--- config.mk ---
export PLATFORM = sky130hd
export DESIGN_NAME = mode_pin_config
export DESIGN_NICKNAME = d
export VERILOG_FILES = /design/src/core/strap_pkg.sv /design/src/core/strap_if.sv /design/src/core/mode_pin_config.sv /design/src/core/strap_capture.sv
export SDC_FILE = /design/constraint.sdc
export NUM_CORES = 1
export LEC_CHECK = 0
export BUFFER_PORTS_ARGS = -buffer_cell sky130_fd_sc_hd__buf_2
export CAP_MARGIN = 20
export CORE_AREA = 2 2 84 86
export DETAILED_ROUTE_END_ITERATION = 7
export DIE_AREA = 0 0 86 88
export HOLD_SLACK_MARGIN = 0.1
export PLACE_DENSITY = 0.7
export SYNTH_ARGS = -nofsm -noshare
export SYNTH_HDL_FRONTEND = slang
export SYNTH_SLANG_ARGS = --single-unit
--- constraint.sdc ---
create_clock -name CLK_SYS -period 4.1 [get_ports CLK_SYS]
set_input_delay 1.025 -clock CLK_SYS [delete_from_list [all_inputs] [get_ports CLK_SYS]]
set_output_delay 1.025 -clock CLK_SYS [all_outputs]
set_load 0.005 [all_outputs]
--- src/core/strap_pkg.sv ---
// constants, types and register layout for the mode-pin configuration block
// assumes a 20 mhz system clock and a 32-bit apb register port
package strap_pkg;

    // apb register byte offsets
    localparam logic [7:0] ADDR_STATUS = 8'h00;
    localparam logic [7:0] ADDR_SERIAL_CFG = 8'h04;

    // serial configuration register fields
    localparam int CFG_FULL_BIT = 0;
    localparam int CFG_IL_BIT = 1;
    localparam int CFG_INTERP_LSB = 2;
    localparam logic [31:0] CFG_RESET = 32'h0000_0000;

    // status register fields
    localparam int ST_SERIAL_BIT = 0;
    localparam int ST_FULL_BIT = 1;
    localparam int ST_IL_BIT = 2;
    localparam int ST_INTERP_LSB = 3;
    localparam int ST_ADC_LP_BIT = 5;
    localparam int ST_RX_CLK_BIT = 6;
    localparam int ST_TX_CLK_BIT = 7;
    localparam int ST_RX_RDY_BIT = 8;
    localparam int ST_TX_RDY_BIT = 9;
    localparam int ST_BAD_CODE_BIT = 10;
    localparam int ST_BAD_COMBO_BIT = 11;
    localparam int ST_VALID_BIT = 12;

    // interpolation and pll factor codes
    localparam logic [1:0] INTERP_1X = 2'h0;
    localparam logic [1:0] INTERP_2X = 2'h1;
    localparam logic [1:0] INTERP_4X = 2'h2;

    // analog restart time and its count at the system clock rate
    localparam int CLK_PERIOD_NS = 50;
    localparam int RESTART_TIME_US = 10;
    localparam int RESTART_CYCLES = (RESTART_TIME_US * 1000) / CLK_PERIOD_NS;
    localparam int CNT_W = 8;

    // flexible data port operating modes
    typedef enum logic [1:0] {
        MODE_HALF_PARALLEL,
        MODE_HALF_INTERLEAVED,
        MODE_FULL
    } duplex_mode_e;

endpackage

--- src/core/strap_if.sv ---
// carries the captured power-up straps from the capture stage to the control logic
// assumes both ends run on the same system clock
`timescale 1ns/1ps
interface strap_if;
    logic valid;
    logic serial_en;
    logic duplex_hi;
    logic width_hi;
    logic [1:0] interp;
    logic adc_lp;

    modport cap (output valid, output serial_en, output duplex_hi, output width_hi,
        output interp, output adc_lp);
    modport use_side (input valid, input serial_en, input duplex_hi, input width_hi,
        input interp, input adc_lp);
endinterface

--- src/core/mode_pin_config.sv ---
// mode-pin configuration and power-down control with an apb register port
// assumes pins and apb are synchronous to CLK_SYS; RST_B is synchronous, active low
`timescale 1ns/1ps
module mode_pin_config (
    input wire logic CLK_SYS,
    input wire logic RST_B,
    input wire logic SERIAL_PORT_SELECT,
    input wire logic SERIAL_DATA_IO_PIN,
    input wire logic SERIAL_CLOCK_PIN,
    input wire logic SERIAL_DATA_OUT_PIN,
    input wire logic FLEX_CONTROL_PIN_ONE,
    input wire logic FLEX_CONTROL_PIN_TWO,
    input wire logic ADC_LOW_POWER_STRAP,
    input wire logic RX_POWERDOWN_PIN,
    input wire logic TX_POWERDOWN_PIN,
    input wire logic PSEL,
    input wire logic PENABLE,
    input wire logic PWRITE,
    input wire logic [7:0] PADDR,
    input wire logic [31:0] PWDATA,
    output logic [31:0] PRDATA,
    output logic PREADY,
    output logic PSLVERR,
    output logic SERIAL_PORT_EN,
    output logic [1:0] DUPLEX_MODE,
    output logic [1:0] INTERP_SEL,
    output logic [1:0] PLL_MULT_SEL,
    output logic ADC_LOW_POWER_EN,
    output logic RX_CLK_EN,
    output logic TX_CLK_EN,
    output logic RX_ANALOG_EN,
    output logic TX_ANALOG_EN,
    output logic RX_ANALOG_READY,
    output logic TX_ANALOG_READY,
    output logic PLL_EN
);

    typedef struct packed {
        logic pready;
        logic pslverr;
        logic [31:0] prdata;
        logic cfg_full;
        logic cfg_il;
        logic [1:0] cfg_interp;
        logic serial_en;
        strap_pkg::duplex_mode_e mode;
        logic [1:0] interp;
        logic [1:0] pll;
        logic adc_lp;
        logic rx_clk;
        logic tx_clk;
        logic rx_an;
        logic tx_an;
        logic pll_en;
        logic [1:0] ready;
        logic [1:0][strap_pkg::CNT_W-1:0] cnt;
    } state_s;

    localparam logic [strap_pkg::CNT_W-1:0] RESTART_CNT =
        strap_pkg::CNT_W'(strap_pkg::RESTART_CYCLES);

    state_s st_r;
    state_s st_nxt;
    strap_if straps ();

    // effective configuration and live gating terms
    logic eff_full;
    logic eff_il;
    logic [1:0] eff_code;
    logic [1:0] eff_interp;
    strap_pkg::duplex_mode_e eff_mode;
    logic rx_dir_ok;
    logic tx_dir_ok;
    logic [1:0] an_en;
    logic [1:0][strap_pkg::CNT_W-1:0] cnt_nxt;
    logic [1:0] rdy_nxt;
    logic bad_code;
    logic bad_combo;
    logic apb_access;
    logic [31:0] status_word;

    ////////////////////////////////////////////////////////////////////////
    // helpers

    // maps a two-bit interpolation code to a legal factor, reserved code to 1x
    function automatic logic [1:0] interp_decode(input logic [1:0] code);
        case (code)
            strap_pkg::INTERP_2X: interp_decode = strap_pkg::INTERP_2X;
            strap_pkg::INTERP_4X: interp_decode = strap_pkg::INTERP_4X;
            default: interp_decode = strap_pkg::INTERP_1X;
        endcase
    endfunction

    // true for a word-aligned register offset that exists
    function automatic logic addr_mapped(input logic [7:0] addr);
        addr_mapped = (addr == strap_pkg::ADDR_STATUS) || (addr == strap_pkg::ADDR_SERIAL_CFG);
    endfunction

    ////////////////////////////////////////////////////////////////////////
    // strap capture stage

    strap_capture u_capture (
        .clk(CLK_SYS),
        .rst_b(RST_B),
        .serial_select(SERIAL_PORT_SELECT),
        .serial_data_io(SERIAL_DATA_IO_PIN),
        .serial_clock(SERIAL_CLOCK_PIN),
        .serial_data_out(SERIAL_DATA_OUT_PIN),
        .flex_control_two(FLEX_CONTROL_PIN_TWO),
        .adc_low_power(ADC_LOW_POWER_STRAP),
        .straps(straps.cap)
    );

    ////////////////////////////////////////////////////////////////////////
    // effective mode: registers replace straps while the serial port is on

    always_comb begin
        if (straps.serial_en) begin
            eff_full = st_r.cfg_full;
            eff_il = st_r.cfg_il;
            eff_code = st_r.cfg_interp;
        end else begin
            eff_full = straps.duplex_hi;
            eff_il = straps.width_hi;
            eff_code = straps.interp;
        end
        if (eff_full) begin
            eff_mode = strap_pkg::MODE_FULL;
        end else if (eff_il) begin
            eff_mode = strap_pkg::MODE_HALF_INTERLEAVED;
        end else begin
            eff_mode = strap_pkg::MODE_HALF_PARALLEL;
        end
        eff_interp = interp_decode(eff_code);
        bad_code = (eff_code != eff_interp);
        bad_combo = (eff_mode != strap_pkg::MODE_HALF_PARALLEL)
            && (eff_interp == strap_pkg::INTERP_1X);
    end

    // direction pin only matters in half duplex
    assign rx_dir_ok = eff_full || !FLEX_CONTROL_PIN_ONE;
    assign tx_dir_ok = eff_full || FLEX_CONTROL_PIN_ONE;

    // analog blocks follow only the power-down pins, not the direction pin
    assign an_en[0] = straps.valid && !RX_POWERDOWN_PIN;
    assign an_en[1] = straps.valid && !TX_POWERDOWN_PIN;

    ////////////////////////////////////////////////////////////////////////
    // per-path analog restart timers, index 0 receive and 1 transmit

    genvar gi;
    generate
        for (gi = 0; gi < 2; gi++) begin : g_restart
            always_comb begin
                if (!an_en[gi]) begin
                    cnt_nxt[gi] = '0;
                end else if (st_r.cnt[gi] != RESTART_CNT) begin
                    cnt_nxt[gi] = st_r.cnt[gi] + 1'b1;
                end else begin
                    cnt_nxt[gi] = st_r.cnt[gi];
                end
                rdy_nxt[gi] = an_en[gi] && (cnt_nxt[gi] == RESTART_CNT);
            end
        end
    endgenerate

    ////////////////////////////////////////////////////////////////////////
    // status word assembly

    always_comb begin
        status_word = '0;
        status_word[strap_pkg::ST_SERIAL_BIT] = st_r.serial_en;
        status_word[strap_pkg::ST_FULL_BIT] = eff_full;
        status_word[strap_pkg::ST_IL_BIT] = eff_il;
        status_word[strap_pkg::ST_INTERP_LSB +: 2] = eff_interp;
        status_word[strap_pkg::ST_ADC_LP_BIT] = st_r.adc_lp;
        status_word[strap_pkg::ST_RX_CLK_BIT] = st_r.rx_clk;
        status_word[strap_pkg::ST_TX_CLK_BIT] = st_r.tx_clk;
        status_word[strap_pkg::ST_RX_RDY_BIT] = st_r.ready[0];
        status_word[strap_pkg::ST_TX_RDY_BIT] = st_r.ready[1];
        status_word[strap_pkg::ST_BAD_CODE_BIT] = bad_code;
        status_word[strap_pkg::ST_BAD_COMBO_BIT] = bad_combo;
        status_word[strap_pkg::ST_VALID_BIT] = straps.valid;
    end

    assign apb_access = PSEL && PENABLE;

    ////////////////////////////////////////////////////////////////////////
    // next state: apb slave and registered control outputs

    always_comb begin
        st_nxt = st_r;
        // one wait state, answer on the second access cycle
        st_nxt.pready = apb_access && !st_r.pready;
        st_nxt.pslverr = 1'b0;
        if (apb_access && !st_r.pready) begin
            st_nxt.pslverr = !addr_mapped(PADDR);
            st_nxt.prdata = '0;
            if (!PWRITE && PADDR == strap_pkg::ADDR_STATUS) begin
                st_nxt.prdata = status_word;
            end else if (!PWRITE && PADDR == strap_pkg::ADDR_SERIAL_CFG) begin
                st_nxt.prdata[strap_pkg::CFG_FULL_BIT] = st_r.cfg_full;
                st_nxt.prdata[strap_pkg::CFG_IL_BIT] = st_r.cfg_il;
                st_nxt.prdata[strap_pkg::CFG_INTERP_LSB +: 2] = st_r.cfg_interp;
            end
        end
        // a write lands on the edge that completes the transfer
        if (apb_access && st_r.pready && PWRITE && PADDR == strap_pkg::ADDR_SERIAL_CFG) begin
            st_nxt.cfg_full = PWDATA[strap_pkg::CFG_FULL_BIT];
            st_nxt.cfg_il = PWDATA[strap_pkg::CFG_IL_BIT];
            st_nxt.cfg_interp = PWDATA[strap_pkg::CFG_INTERP_LSB +: 2];
        end
        // configuration outputs stay idle until straps are captured
        st_nxt.serial_en = straps.serial_en;
        st_nxt.mode = straps.valid ? eff_mode : strap_pkg::MODE_HALF_PARALLEL;
        st_nxt.interp = straps.valid ? eff_interp : strap_pkg::INTERP_1X;
        st_nxt.pll = straps.valid ? eff_interp : strap_pkg::INTERP_1X;
        st_nxt.adc_lp = straps.adc_lp;
        // live gating from the power-down and direction pins
        st_nxt.rx_clk = an_en[0] && rx_dir_ok;
        st_nxt.tx_clk = an_en[1] && tx_dir_ok;
        st_nxt.rx_an = an_en[0];
        st_nxt.tx_an = an_en[1];
        st_nxt.pll_en = straps.valid;
        st_nxt.cnt = cnt_nxt;
        st_nxt.ready = rdy_nxt;
    end

    // single state register
    always_ff @(posedge CLK_SYS) begin
        if (!RST_B) begin
            st_r <= '0;
        end else begin
            st_r <= st_nxt;
        end
    end

    ////////////////////////////////////////////////////////////////////////
    // outputs straight from the state register

    assign PRDATA = st_r.prdata;
    assign PREADY = st_r.pready;
    assign PSLVERR = st_r.pslverr;
    assign SERIAL_PORT_EN = st_r.serial_en;
    assign DUPLEX_MODE = st_r.mode;
    assign INTERP_SEL = st_r.interp;
    assign PLL_MULT_SEL = st_r.pll;
    assign ADC_LOW_POWER_EN = st_r.adc_lp;
    assign RX_CLK_EN = st_r.rx_clk;
    assign TX_CLK_EN = st_r.tx_clk;
    assign RX_ANALOG_EN = st_r.rx_an;
    assign TX_ANALOG_EN = st_r.tx_an;
    assign RX_ANALOG_READY = st_r.ready[0];
    assign TX_ANALOG_READY = st_r.ready[1];
    assign PLL_EN = st_r.pll_en;
endmodule // mode_pin_config

--- src/core/strap_capture.sv ---
// latches the configuration straps once, on the first clock after reset release
// assumes strap pins are synchronous to clk and steady around reset release
`timescale 1ns/1ps
module strap_capture (
    input wire logic clk,
    input wire logic rst_b,
    input wire logic serial_select,
    input wire logic serial_data_io,
    input wire logic serial_clock,
    input wire logic serial_data_out,
    input wire logic flex_control_two,
    input wire logic adc_low_power,
    strap_if.cap straps
);

    typedef struct packed {
        logic armed;
        logic valid;
        logic serial_en;
        logic duplex_hi;
        logic width_hi;
        logic [1:0] interp;
        logic adc_lp;
    } cap_s;

    cap_s st_r;
    cap_s st_nxt;

    ////////////////////////////////////////////////////////////////////////
    // capture on the release edge, then hold until the next reset
    always_comb begin
        st_nxt = st_r;
        if (st_r.armed) begin
            st_nxt.armed = 1'b0;
            st_nxt.valid = 1'b1;
            st_nxt.serial_en = serial_select;
            st_nxt.duplex_hi = serial_data_out;
            st_nxt.width_hi = flex_control_two;
            st_nxt.interp = {serial_data_io, serial_clock};
            st_nxt.adc_lp = adc_low_power;
        end
    end

    // reset arms the capture and clears the latched straps
    always_ff @(posedge clk) begin
        if (!rst_b) begin
            st_r <= '0;
            st_r.armed <= 1'b1;
        end else begin
            st_r <= st_nxt;
        end
    end

    assign straps.valid = st_r.valid;
    assign straps.serial_en = st_r.serial_en;
    assign straps.duplex_hi = st_r.duplex_hi;
    assign straps.width_hi = st_r.width_hi;
    assign straps.interp = st_r.interp;
    assign straps.adc_lp = st_r.adc_lp;
endmodule // strap_capture

Word-level counts from Yosys, hierarchy flattened --
Cells that the tools add are included.
Operators by class: $add $sub $neg 2, equality and inequality tests 8, reduce and logical (&&, ||, !) cells 28, mux-type cells 13
Operator list (number):
- $mux 8 | 4
- $add 8x1->8 const B | 2
- $eq 8x8->1 const B | 2
- $ne 8x8->1 const B | 2
- $logic_and 1x1->1 | 14
- $mux 9 | 1
- $eq 8x3->1 const B | 1
- $logic_not 8->1 | 1
- $mux 4 | 2
- $logic_not 1->1 | 6
- $mux 2 | 2
- $pmux 2 s2 | 1
- $reduce_and 2->1 | 2
- $logic_or 1x1->1 | 3
- $mux 1 | 3
- $eq 2x1->1 const B | 1
- $eq 2x2->1 const B | 1
- $logic_not 2->1 | 1
- $ne 2x2->1 | 1
- $reduce_bool 2->1 | 1
Word-level totals: logic and storage cells 76, output and inout port bits 49, bits in registers 75, input bits 54

Depth between registers and ports, before layout --
Gate-level depths: netlist of the first run.
word-level depth 6, mapped depth 7, depth with buffers taken out 6

Cells and area by module --
Synthesis of the first run repeated with hierarchy kept, for this count alone.
Second synthesis, totals: cells, all modules 293, area, all modules 2607.5 µm²
Modules (own cells, without submodules):
- mode_pin_config | sequential area each 960.9 µm², cells an instance 267, times used 1, area an instance 2327.2 µm²
- strap_capture | sequential area each 160.2 µm², cells an instance 26, times used 1, area an instance 280.3 µm²

Worst setup path before layout of the first run --
OpenSTA, ideal clock, no wires.
path type input port to flip-flop, from input RX_POWERDOWN_PIN, to register st_r (netlist bit RX_ANALOG_READY), setup slack 2.066 ns, arrival time 1.930 ns, stages 6, path buffers 1, required time 3.997 ns, library setup time 0.103 ns, cells stage by stage nand2b_2 > or2_1 > buf_6 > clkinv_2 > o211ai_1 > a2111oi_2
Between the ends: cells in the longest elaborated chain, start to end 5
RTL lines:
- start: declaration | RTL line mode_pin_config.sv:14 | input wire logic RX_POWERDOWN_PIN,
- $logic_not 1->1 (*) | RTL line mode_pin_config.sv:145 | assign an_en[0] = straps.valid && !RX_POWERDOWN_PIN;
- $logic_and 1x1->1 (*) | RTL line mode_pin_config.sv:145
- $mux 8 | RTL line mode_pin_config.sv:155 | if (!an_en[gi]) begin
- $eq 8x8->1 | RTL line mode_pin_config.sv:162 | rdy_nxt[gi] = an_en[gi] && (cnt_nxt[gi] == RESTART_CNT);
- $logic_and 1x1->1 (*) | RTL line mode_pin_config.sv:162
- end signal: assignment | RTL line mode_pin_config.sv:234 | st_r <= st_nxt;
- end: declaration | RTL line mode_pin_config.sv:62 | state_s st_r;
Every way passes the cells marked *; elsewhere a longest branch is shown, timed or not. A chain may end at the register's enable or synchronous reset.

==> results of run 1 <==
-- critical path, stage by stage --
cell and delay [ns]:
buf_2 0.18, inv_2 0.24, or2_1 0.42, clkinv_2 0.10, o211ai_1 0.11, a2111oi_2 0.29
-- layout make-up --
type,count,area (sq um),area share (%)
Timing Repair Buffer,55,275,9.25
Multi-Input combinational cell,196,1340,44.9
Clock inverter,2,10.0,0.336
Clock buffer,6,82.6,2.77
Sequential cell,56,1120,37.7
Tap cell,80,100,3.36
Inverter,13,50.0,1.68
-- metrics by stage --
stage          hold slack, ns  std cells  area (sq um)  util (%)  power (mW)
2_1_floorplan           0.429        314          2850         -       0.628
3_3_place_gp            0.437        400          2880      43.4       0.639
3_5_place_dp            0.442        400          2880      43.4       0.641
4_1_cts                 0.456        408          2980      44.8       0.943
5_1_grt                 0.494        408          2980      44.8       0.979
6_report                0.454        408          2980      44.8       0.937
-- state kept, by name, indices dropped and copies added (netlist names), 2 cells and up --
register	cells
DUPLEX_MODE	2
PLL_MULT_SEL	2
PRDATA	13
st_r	20
u_capture.straps.interp	2
-- worst max-delay path by stage --
stage,start,endpoint,slack [ns]
3_5_place_dp,RST_B,RX_ANALOG_READY,1.60
4_1_cts,RST_B,RX_ANALOG_READY,1.93
5_1_grt,RST_B,RX_ANALOG_READY,1.81
2_1_floorplan,RX_POWERDOWN_PIN,RX_ANALOG_READY,2.07
3_3_place_gp,RST_B,RX_ANALOG_READY,1.61
6_report,RST_B,RX_ANALOG_READY,1.94
-- cells in the final DEF, fill, tap and decap left out, drive strengths merged, types with 2 or more instances in the layout --
master | synthesis | final
and3b | 2 | 2
mux2 | 2 | 2
a21o | 2 | 2
and2 | 4 | 4
nand4 | 5 | 5
inv | 12 | 12
ha | 7 | 7
nand4b | 2 | 2
clkinv | 1 | 3
nor4 | 2 | 2
nor2 | 35 | 35
xor2 | 7 | 7
o21ai | 4 | 4
a22oi | 8 | 8
a211oi | 2 | 2
a21oi | 10 | 10
nand2 | 13 | 13
nand3 | 6 | 6
dfxtp | 56 | 56
buf | 44 | 55
and4 | 4 | 4
clkbuf | 5 | 6
nand3b | 5 | 5
mux2i | 18 | 18
or3 | 5 | 5
nor3 | 8 | 8
and3 | 5 | 5
xnor2 | 6 | 6
conb | 1 | 19
-- power by group through the flow --
stage          combinational, mW  sequential, mW  clock [mW]
2_1_floorplan             0.0577           0.571           0
3_3_place_gp              0.0635           0.576           0
3_5_place_dp              0.0649           0.576           0
4_1_cts                   0.0652           0.563       0.315
5_1_grt                   0.0729           0.565       0.341
6_report                  0.0649           0.563       0.309
-- logic make-up after synthesis --
| group | count (synthesis) |
|---|---|
| other | 1 |
| buffers and inverters | 62 |
| xor gates and xnor gates | 13 |
| adders and majority gates | 7 |
| muxes | 20 |
| DFF | 56 |
| AOI/OAI and AO/OA | 36 |
| and+or+nand+nor | 101 |
-- layer usage --
metal  GRT usage [%]  vias up  routed length, microns
li1                -     1020                       -
met1            18.2      930                    2390
met2            23.4       46                    2440
met3            3.77        5                     276
met4            4.33        0                      56
met5               0        -                       0
==> key figures, run 1 <==
Clock network
  • CTS buffer count: 5
  • CTS tree: built
  • Post-CTS setup buffers: 0
  • Clk Latency, worst-skew pair: 0.31 ns
  • # resized after CTS: 0
  • Clock slew at reported path FFs: 0.10 ns
  • Clock tree buffer depth: 2
  • Clock sinks: 56
  • # H-tree levels: 2
  • # hold bufs at CTS: 0
  • Root Buffer: clkbuf_8

Logic synthesis
  • Post-synthesis xor/xnor area fraction: approximately 4.1%
  • Mux cell area share after synthesis: between 7 and 8%
  • Primary FF master, synth: dfxtp_1
  • Number of synthesized flops with an enable pin: 0
  • Synth Area in Simple Gates: 21.3%
  • Post-synth ARST share: 0%
  • Synth Cell Area: 0.00278 sq mm
  • Largest family of logic cells by synthesized area: simple AND/OR/NAND/NOR gates
  • Synth area leaders: dfxtp_1 40%, buf_4 10%, mux2i_1 6.5%
  • Post-synth top area share: between 40% and 50%
  • Sequential share of the synthesized area: approximately two fifths
  • Synth cell types: 54
  • Largest area contributor in the netlist: dfxtp_1
  • Ys Warns: 0
  • Most frequent cells after synthesis: 56 x dfxtp_1, 38 x buf_4, 34 x nor2_1, 18 x mux2i_1, 12 x nand2_1
  • Cell count after synthesis: a little under 300
  • Compound-cell area share of the yosys netlist: 9.67%
  • Mapped Avg Cell Area: about 9.4 sq um
  • Yosys reg bits: 56
  • Adder-Cell Fraction of Synth Area: 3.15%
  • Most instantiated library cell after synthesis: dfxtp_1

Global routing
  • Pin count of the biggest net entering global routing: 31
  • Tot GR Track Use: about 14%
  • First-pass GRT wire length: 8480 microns
  • Initial antenna violation count: 0
  • Grt ovf: 0
  • Number of global-route vias before repair: 1800

Routing
  • Wirelength per Cell: 12.6 microns
  • Starting DRT DRC Count: 55
  • Post-route ant nets: 0
  • WL final: 5160 microns
  • Drt drc: 0
  • Via-per-instance ratio: 4.90
  • Via count: 2001
  • Drt pass-1 iters: 4

Timing
  • Max Slew Vio Count: 0
  • Final worst slack: ~1.9 ns
  • Hold Vio Cnt, Final: 0
  • Part of the cycle the worst path needs: between 50% and 60%
  • Slew @ Worst Pin: approximately 0.75 ns
  • Final Setup Violations: 0
  • Layout Skew: 0.0103 ns
  • Fmax: 463 MHz
  • TNS Setup: 0 ns
  • Rel. slew slack: 49.7%
  • Crit path time final: 2.16 ns
  • RSZ-0062 raised after global routing: no

Power
  • Comb power frac: 6.9%
  • NetSw: roughly 220 uW
  • Power density cells: 315 mW/mm^2
  • Part of the power in the clock network: 33.0%
  • Leakage: about 1.3 nW
  • Sequential share of power: around three fifths
  • VDD IR max: 0.000112 V
  • Sw Share: 23.6%
  • Cell-internal power: ~720 uW

Die
  • Area of the core: 0.00664 sq mm
  • I/O pins: 103
  • Die Width: 86 microns
  • Die area: between 0.007 and 0.008 sq mm
  • FP Rows: 30
  • Die Y: 88 microns
  • Initial core utilization: 41.9%

Min path
  • Hold WC Path Type: reg2reg
  • HP Start: PRDATA[3]
  • Hold Path Sink: PRDATA[3]
  • WHS Path Cells: 2

Final layout
  • Share of cells above drive strength 1: 24.4%
  • Nets@finish: 388
  • # fillers: between 600 and 700
  • Inserted Diodes: 0
  • Area growth syn-to-layout: 7.02%

Critical path
  • Kind of critical path: in2reg
  • Worst Path Arrival: 2.37 ns
  • WP data required: 4.31 ns
  • CP Launch Type: input pin
  • Worst Reg2Reg Path Length in Cells: 6
  • RR Endpoint: TX_ANALOG_READY
  • RR Startpoint: st_r[8]
  • Crit-path max FO: 30
  • Crit end category: flip-flop
  • Flop2flop setup slack: 2.32 ns

Placement
  • Worst slack, placed: 1.60 ns
  • Port bufs: 55
  • Gp weighted congestion: 0.906
  • Hpwl dp: 3890 microns

Run
  • Max cap viols: 0

Status
  • Outcome: completed
No activity file was read; power rests on OpenSTA's default activity.
==> inputs of run 2 (changes only) <==
Settings changed: ABC_AREA set to 1.
Clock period 4.1 ns to 2.26 ns, I/O delays scaled along.
==> key figures, run 2 <==
Die
  • I/O pins: 103
  • Die Width: 86 microns
  • Die Y: a little under 90 microns
  • Initial core utilization: 42.4%
  • Area of the core: 0.00664 sq mm
  • Die area: 0.00757 sq mm
  • FP Rows: 30

Logic synthesis
  • Cell count after synthesis: 390
  • Synth area leaders: dfxtp_1 40%, buf_4 10%, nand2_1 7.9%
  • Sequential share of the synthesized area: 39.8%
  • Number of synthesized flops with an enable pin: 0
  • Yosys reg bits: 56
  • Post-synth top area share: roughly two fifths
  • Synth Cell Area: 0.00282 sq mm
  • Primary FF master, synth: dfxtp_1
  • Ys Warns: 0
  • Most instantiated library cell after synthesis: nand2_1
  • Mapped Avg Cell Area: between 7 and 8 sq um
  • Most frequent cells after synthesis: 59 x nand2_1, 56 x dfxtp_1, 56 x inv_1, 44 x nand3_1, 42 x nor2_1
  • Synth cell types: 30
  • Largest area contributor in the netlist: dfxtp_1
  • Post-synth ARST share: 0%

Clock network
  • CTS buffer count: 5
  • Clock slew at reported path FFs: around 0.09 ns
  • Clock tree buffer depth: 2
  • # hold bufs at CTS: 0
  • # H-tree levels: 2
  • Clk Latency, worst-skew pair: about 0.31 ns
  • Clock sinks: 56
  • Post-CTS setup buffers: 0
  • # resized after CTS: 0
  • Root Buffer: clkbuf_8
  • CTS tree: built

Global routing
  • Pin count of the biggest net entering global routing: 24
  • GR Util met2: ~28%
  • Gr busiest metal: met2
  • First-pass GRT wire length: 9240 microns
  • Initial antenna violation count: 0
  • M3 GR Usage: 3.96%
  • Met1 usage in global routing: 18.1%
  • Tot GR Track Use: roughly 15%
  • Number of global-route vias before repair: about 2100
  • Grt ovf: 0

Timing
  • Slew @ Worst Pin: 0.590 ns
  • Rel. slew slack: roughly three fifths
  • Hold Vio Cnt, Final: 0
  • Fmax: 603 MHz
  • Layout Skew: 0.00764 ns
  • Part of the cycle the worst path needs: roughly 73%
  • Max Slew Vio Count: 0
  • RSZ-0062 raised after global routing: no
  • Crit path time final: 1.66 ns
  • Final Setup Violations: 0
  • TNS Setup: 0 ns
  • Worst hold slack: about 0.43 ns

Final layout
  • Most common cell after layout, fill and taps aside: nand2_1
  • Post-route non-filler standard cell count: 508
  • Top reg by flops: st_r
  • Area growth syn-to-layout: 7.87%
  • Nets@finish: 488
  • Share of cells above drive strength 1: 18.9%
  • Inserted Diodes: 0
  • Most frequent cells in the layout: 59 x nand2_1, 56 x dfxtp_1, 56 x inv_1
  • Max reg flops: 20
  • # fillers: 690

Critical path
  • Crit end category: flip-flop
  • WP data required: 2.48 ns
  • Crit-path max FO: 7
  • Kind of critical path: reg2reg
  • Worst Path Arrival: roughly 1.9 ns
  • CP Launch Type: flip-flop

Placement
  • Port bufs: 55
  • Dpl cells: 500
  • Gp weighted congestion: 0.855
  • Hpwl dp: 4560 microns

Routing
  • Post-route ant nets: 0
  • Via-per-instance ratio: 4.72
  • Drt pass-1 iters: 4
  • Wirelength per Cell: 11.4 microns
  • Starting DRT DRC Count: 97
  • Via count: 2400
  • Drt drc: 0
  • WL final: 5800 microns

Min path
  • Hold WC Path Type: reg2reg

Status
  • Outcome: completed

Power
  • VDD IR max: 0.000215 V
  • Power density cells: 582 mW/mm^2
  • Leakage: 1.50 nW

Run
  • Max cap viols: 0
-- run 2: cell types whose count changed after synthesis, sizes merged, moves of 8 or more --
| cell | before | now |
|---|---|---|
| mux2i | 18 | 0 |
| o21ai | 4 | 24 |
| nand3 | 6 | 45 |
| a21oi | 10 | 20 |
| a22oi | 8 | 0 |
| nand2 | 13 | 61 |
| nor2 | 35 | 50 |
| inv | 12 | 59 |
-- run 2: area by class of cell --
class                   count  area, sq um  area share (%)
repair buffers             57          290            9.56
inverters                  60          225            7.42
well taps                  80          100            3.30
multi-input cells         247         1210            39.8
clock buffers               8         90.1            2.97
flip-flops and latches     56         1120            36.9
-- run 2: worst paths after layout --
path,start,to,slack (ns),depth (start not counted)
min,u_capture.straps.adc_lp,ADC_LOW_POWER_EN,0.43,2
max,u_capture.straps.serial_en,PRDATA[3],0.60,9
min reg2reg,u_capture.straps.adc_lp,ADC_LOW_POWER_EN,0.43,2
max reg2reg,u_capture.straps.serial_en,PRDATA[3],0.60,9
-- run 2: cell families after synthesis --
family / share of synthesized area (%)
flip-flops: 39.8
other: 0.133
adder cells (fa/ha/maj): 3.11
AND/OR/NAND/NOR: 28.1
AO/OA/AOI/OAI: 8.31
XOR/XNOR: 0.934
buffers and inverters: 19.6
-- run 2: metal layers --
metal  part of all wire [%]  wire length [microns]
met2                     50                   2930
met4                    1.3                     75
met1                     42                   2460
met3                    5.9                    342
met5                      0                      0
-- run 2: per-stage QoR --
step / power, mW / setup WS, ns / instance area [sq um] / utilization, %
floorplan: 1.20 / 0.797 / 2880 / -
global placement: 1.23 / 0.451 / 2950 / 44.4
detailed placement: 1.23 / 0.454 / 2950 / 44.4
CTS: 1.79 / 0.602 / 3040 / 45.7
global route: 1.86 / 0.455 / 3040 / 45.7
finish: 1.77 / 0.602 / 3040 / 45.7
-- run 2: critical path, cell delays in order (launching register included) --
cell and delay [ns]:
dfxtp_1 0.42, inv_1 0.10, or2_2 0.27, o21ai_0 0.12
inv_1 0.10, ha_1 0.25, nand3_1 0.09, nand3_1 0.09
nand2_1 0.09, inv_1 0.03
-- run 2: report_power, final --
group,leakage (nW),internal [mW],total (mW),switching (mW)
Sequential,0.457,1.02,1.04,0.0183
Clock,0.0455,0.251,0.557,0.306
Combinational,0.996,0.0660,0.170,0.104
Total,1.50,1.34,1.77,0.429
==> inputs of run 3 (changes only) <==
Clock period 2.26 ns to 1.6 ns, I/O delays scaled along.
==> key figures, run 3 (synthesis results as in run 2) <==
Power
  • Comb power frac: approximately a tenth
  • Sw Share: between 20% and 30%
  • Power density cells: 809 mW/mm^2
  • Sequential share of power: 58.3%
  • VDD IR max: 0.000473 V
  • Leakage: 1.54 nW
  • Part of the power in the clock network: 31.4%
  • Cell-internal power: between 1.5 and 2 mW
  • NetSw: 620 uW

Critical path
  • Critical path cell sequence: inv_1 > or2_2 > o21ai_1 > inv_1 > ha_1 > o21ai_0 > a31oi_1
  • Worst Reg2Reg Path Length in Cells: 7
  • RR Startpoint: u_capture.straps.serial_en
  • Worst Path Arrival: 1.67 ns
  • Most frequent CP cell: inv_1
  • Crit-path max FO: 4
  • RR Endpoint: PRDATA[11]
  • Crit end category: flip-flop
  • CP Launch Type: flip-flop
  • Worst path slowest cell: dfxtp_1
  • Crit-path max cell delay: 0.34 ns
  • CP startpoint: u_capture.straps.serial_en
  • Flop2flop setup slack: 0.12 ns
  • Kind of critical path: reg2reg
  • WP data required: 1.80 ns

Run
  • Max cap viols: 0

Min path
  • WHS Path Cells: 2
  • Hold Path Sink: st_r[12]
  • HP Start: TX_POWERDOWN_PIN
  • Hold WC Path Type: in2reg

Final layout
  • Most common cell after layout, fill and taps aside: nand2_1
  • Final Cell Area: 0.00311 sq mm
  • Max reg flops: 20
  • Area growth syn-to-layout: 10.4%
  • Post-route non-filler standard cell count: 514
  • Nets@finish: 495
  • Share of cells above drive strength 1: 20.7%
  • Top reg by flops: st_r
  • Inserted Diodes: 0
  • Most frequent cells in the layout: 59 x nand2_1, 56 x dfxtp_1, 56 x inv_1
  • # fillers: between 600 and 700

Status
  • Outcome: completed

Clock network
  • # hold bufs at CTS: 0
  • Root Buffer: clkbuf_8
  • CTS tree: built
  • Clock slew at reported path FFs: 0.10 ns
  • CTS buffer count: 5
  • # H-tree levels: 2
  • Clock tree buffer depth: 2
  • Clock sinks: 56
  • Clk Latency, worst-skew pair: 0.31 ns

Timing
  • Worst hold slack: 0.294 ns
  • Final Setup Violations: 0
  • Hold Vio Cnt, Final: 0
  • Crit path time final: approximately 1.5 ns
  • Final worst slack: between 0.1 and 0.15 ns
  • Part of the cycle the worst path needs: between 90% and 100%
  • Layout Skew: 0.00611 ns
  • RSZ-0062 raised after global routing: no
  • Fmax: 677 MHz
  • Max Slew Vio Count: 0
  • TNS Setup: 0 ns

Die
  • Die area: between 0.007 and 0.008 sq mm
  • I/O pins: 103
  • Initial core utilization: about 42%
  • Die Y: 88 microns
  • FP Rows: 30
  • Die Width: 86 microns
  • Area of the core: 0.00664 sq mm

Placement
  • Worst slack, placed: 0.104 ns
  • Hpwl dp: 4530 microns
  • Dpl cells: 506
  • Port bufs: 55
  • Gp weighted congestion: 0.898
  • Dpl cell area: 0.00300 sq mm

Global routing
  • First-pass GRT wire length: 9400 microns
  • Tot GR Track Use: between 10% and 20%
  • Initial antenna violation count: 0
  • Number of global-route vias before repair: ~2200
  • Grt ovf: 0
  • Pin count of the biggest net entering global routing: 17

Routing
  • WL final: 5740 microns
  • Drt drc: 0
  • Via count: 2408
  • Post-route ant nets: 0
  • Via-per-instance ratio: 4.68
  • Drt pass-1 iters: 4
  • Wirelength per Cell: 11.2 microns
  • Starting DRT DRC Count: 124
run 3: routing by layer:
layer  routed length (microns)  part of all wire [%]  vias up  global-route usage, %
li1                          -                     -     1255                      -
met1                      2590                    45     1079                   18.9
met2                      2720                    47       60                   27.2
met3                       318                   5.5       14                   3.11
met4                       108                   1.9        0                   5.77
met5                         0                     0        -                      0
run 3: worst max path at each step:
stage	to	cells past startpoint
2_1_floorplan	PRDATA[11]	7
3_3_place_gp	PRDATA[11]	7
3_5_place_dp	PRDATA[11]	7
4_1_cts	PRDATA[11]	7
5_1_grt	PRDATA[11]	7
6_report	PRDATA[11]	7
run 3: worst max-delay path: cells and delay by family (launching register included):
family                     cells  cell delay, ns
DFF                            1            0.34
buffers and inverters          2            0.16
and+or+nand+nor                1            0.27
AOI/OAI and AO/OA              3            0.32
adders and majority gates      1            0.28
run 3: timing repair:
item	in CTS	in global routing
setup buffers	0	1
endpoints found under the setup margin	0	2
gates resized for setup	0	3
run 3: cell type report:
type	instances	area [sq um]	area share [%]
flip-flops and latches	56	1120	36.1
multi-input cells	247	1210	39.1
repair buffers	64	355	11.4
inverters	60	225	7.25
clock buffers	6	82.6	2.66
well taps	80	100	3.22
clock inverters	1	8.76	0.282
run 3: through the flow:
stage / power [mW] / utilization, %
after global placement: 1.75 / 45.2
after floorplan: 1.70 / -
after CTS: 2.54 / 46.6
after detailed placement: 1.75 / 45.2
final: 2.51 / 46.8
after global routing: 2.64 / 46.8
run 3: power by group through the flow:
stage	Combinational, mW	Sequential (mW)	Clock, mW
floorplan	0.205	1.50	0
global placement	0.249	1.50	0
detailed placement	0.253	1.50	0
CTS	0.254	1.47	0.823
global route	0.295	1.47	0.877
finish	0.259	1.47	0.789
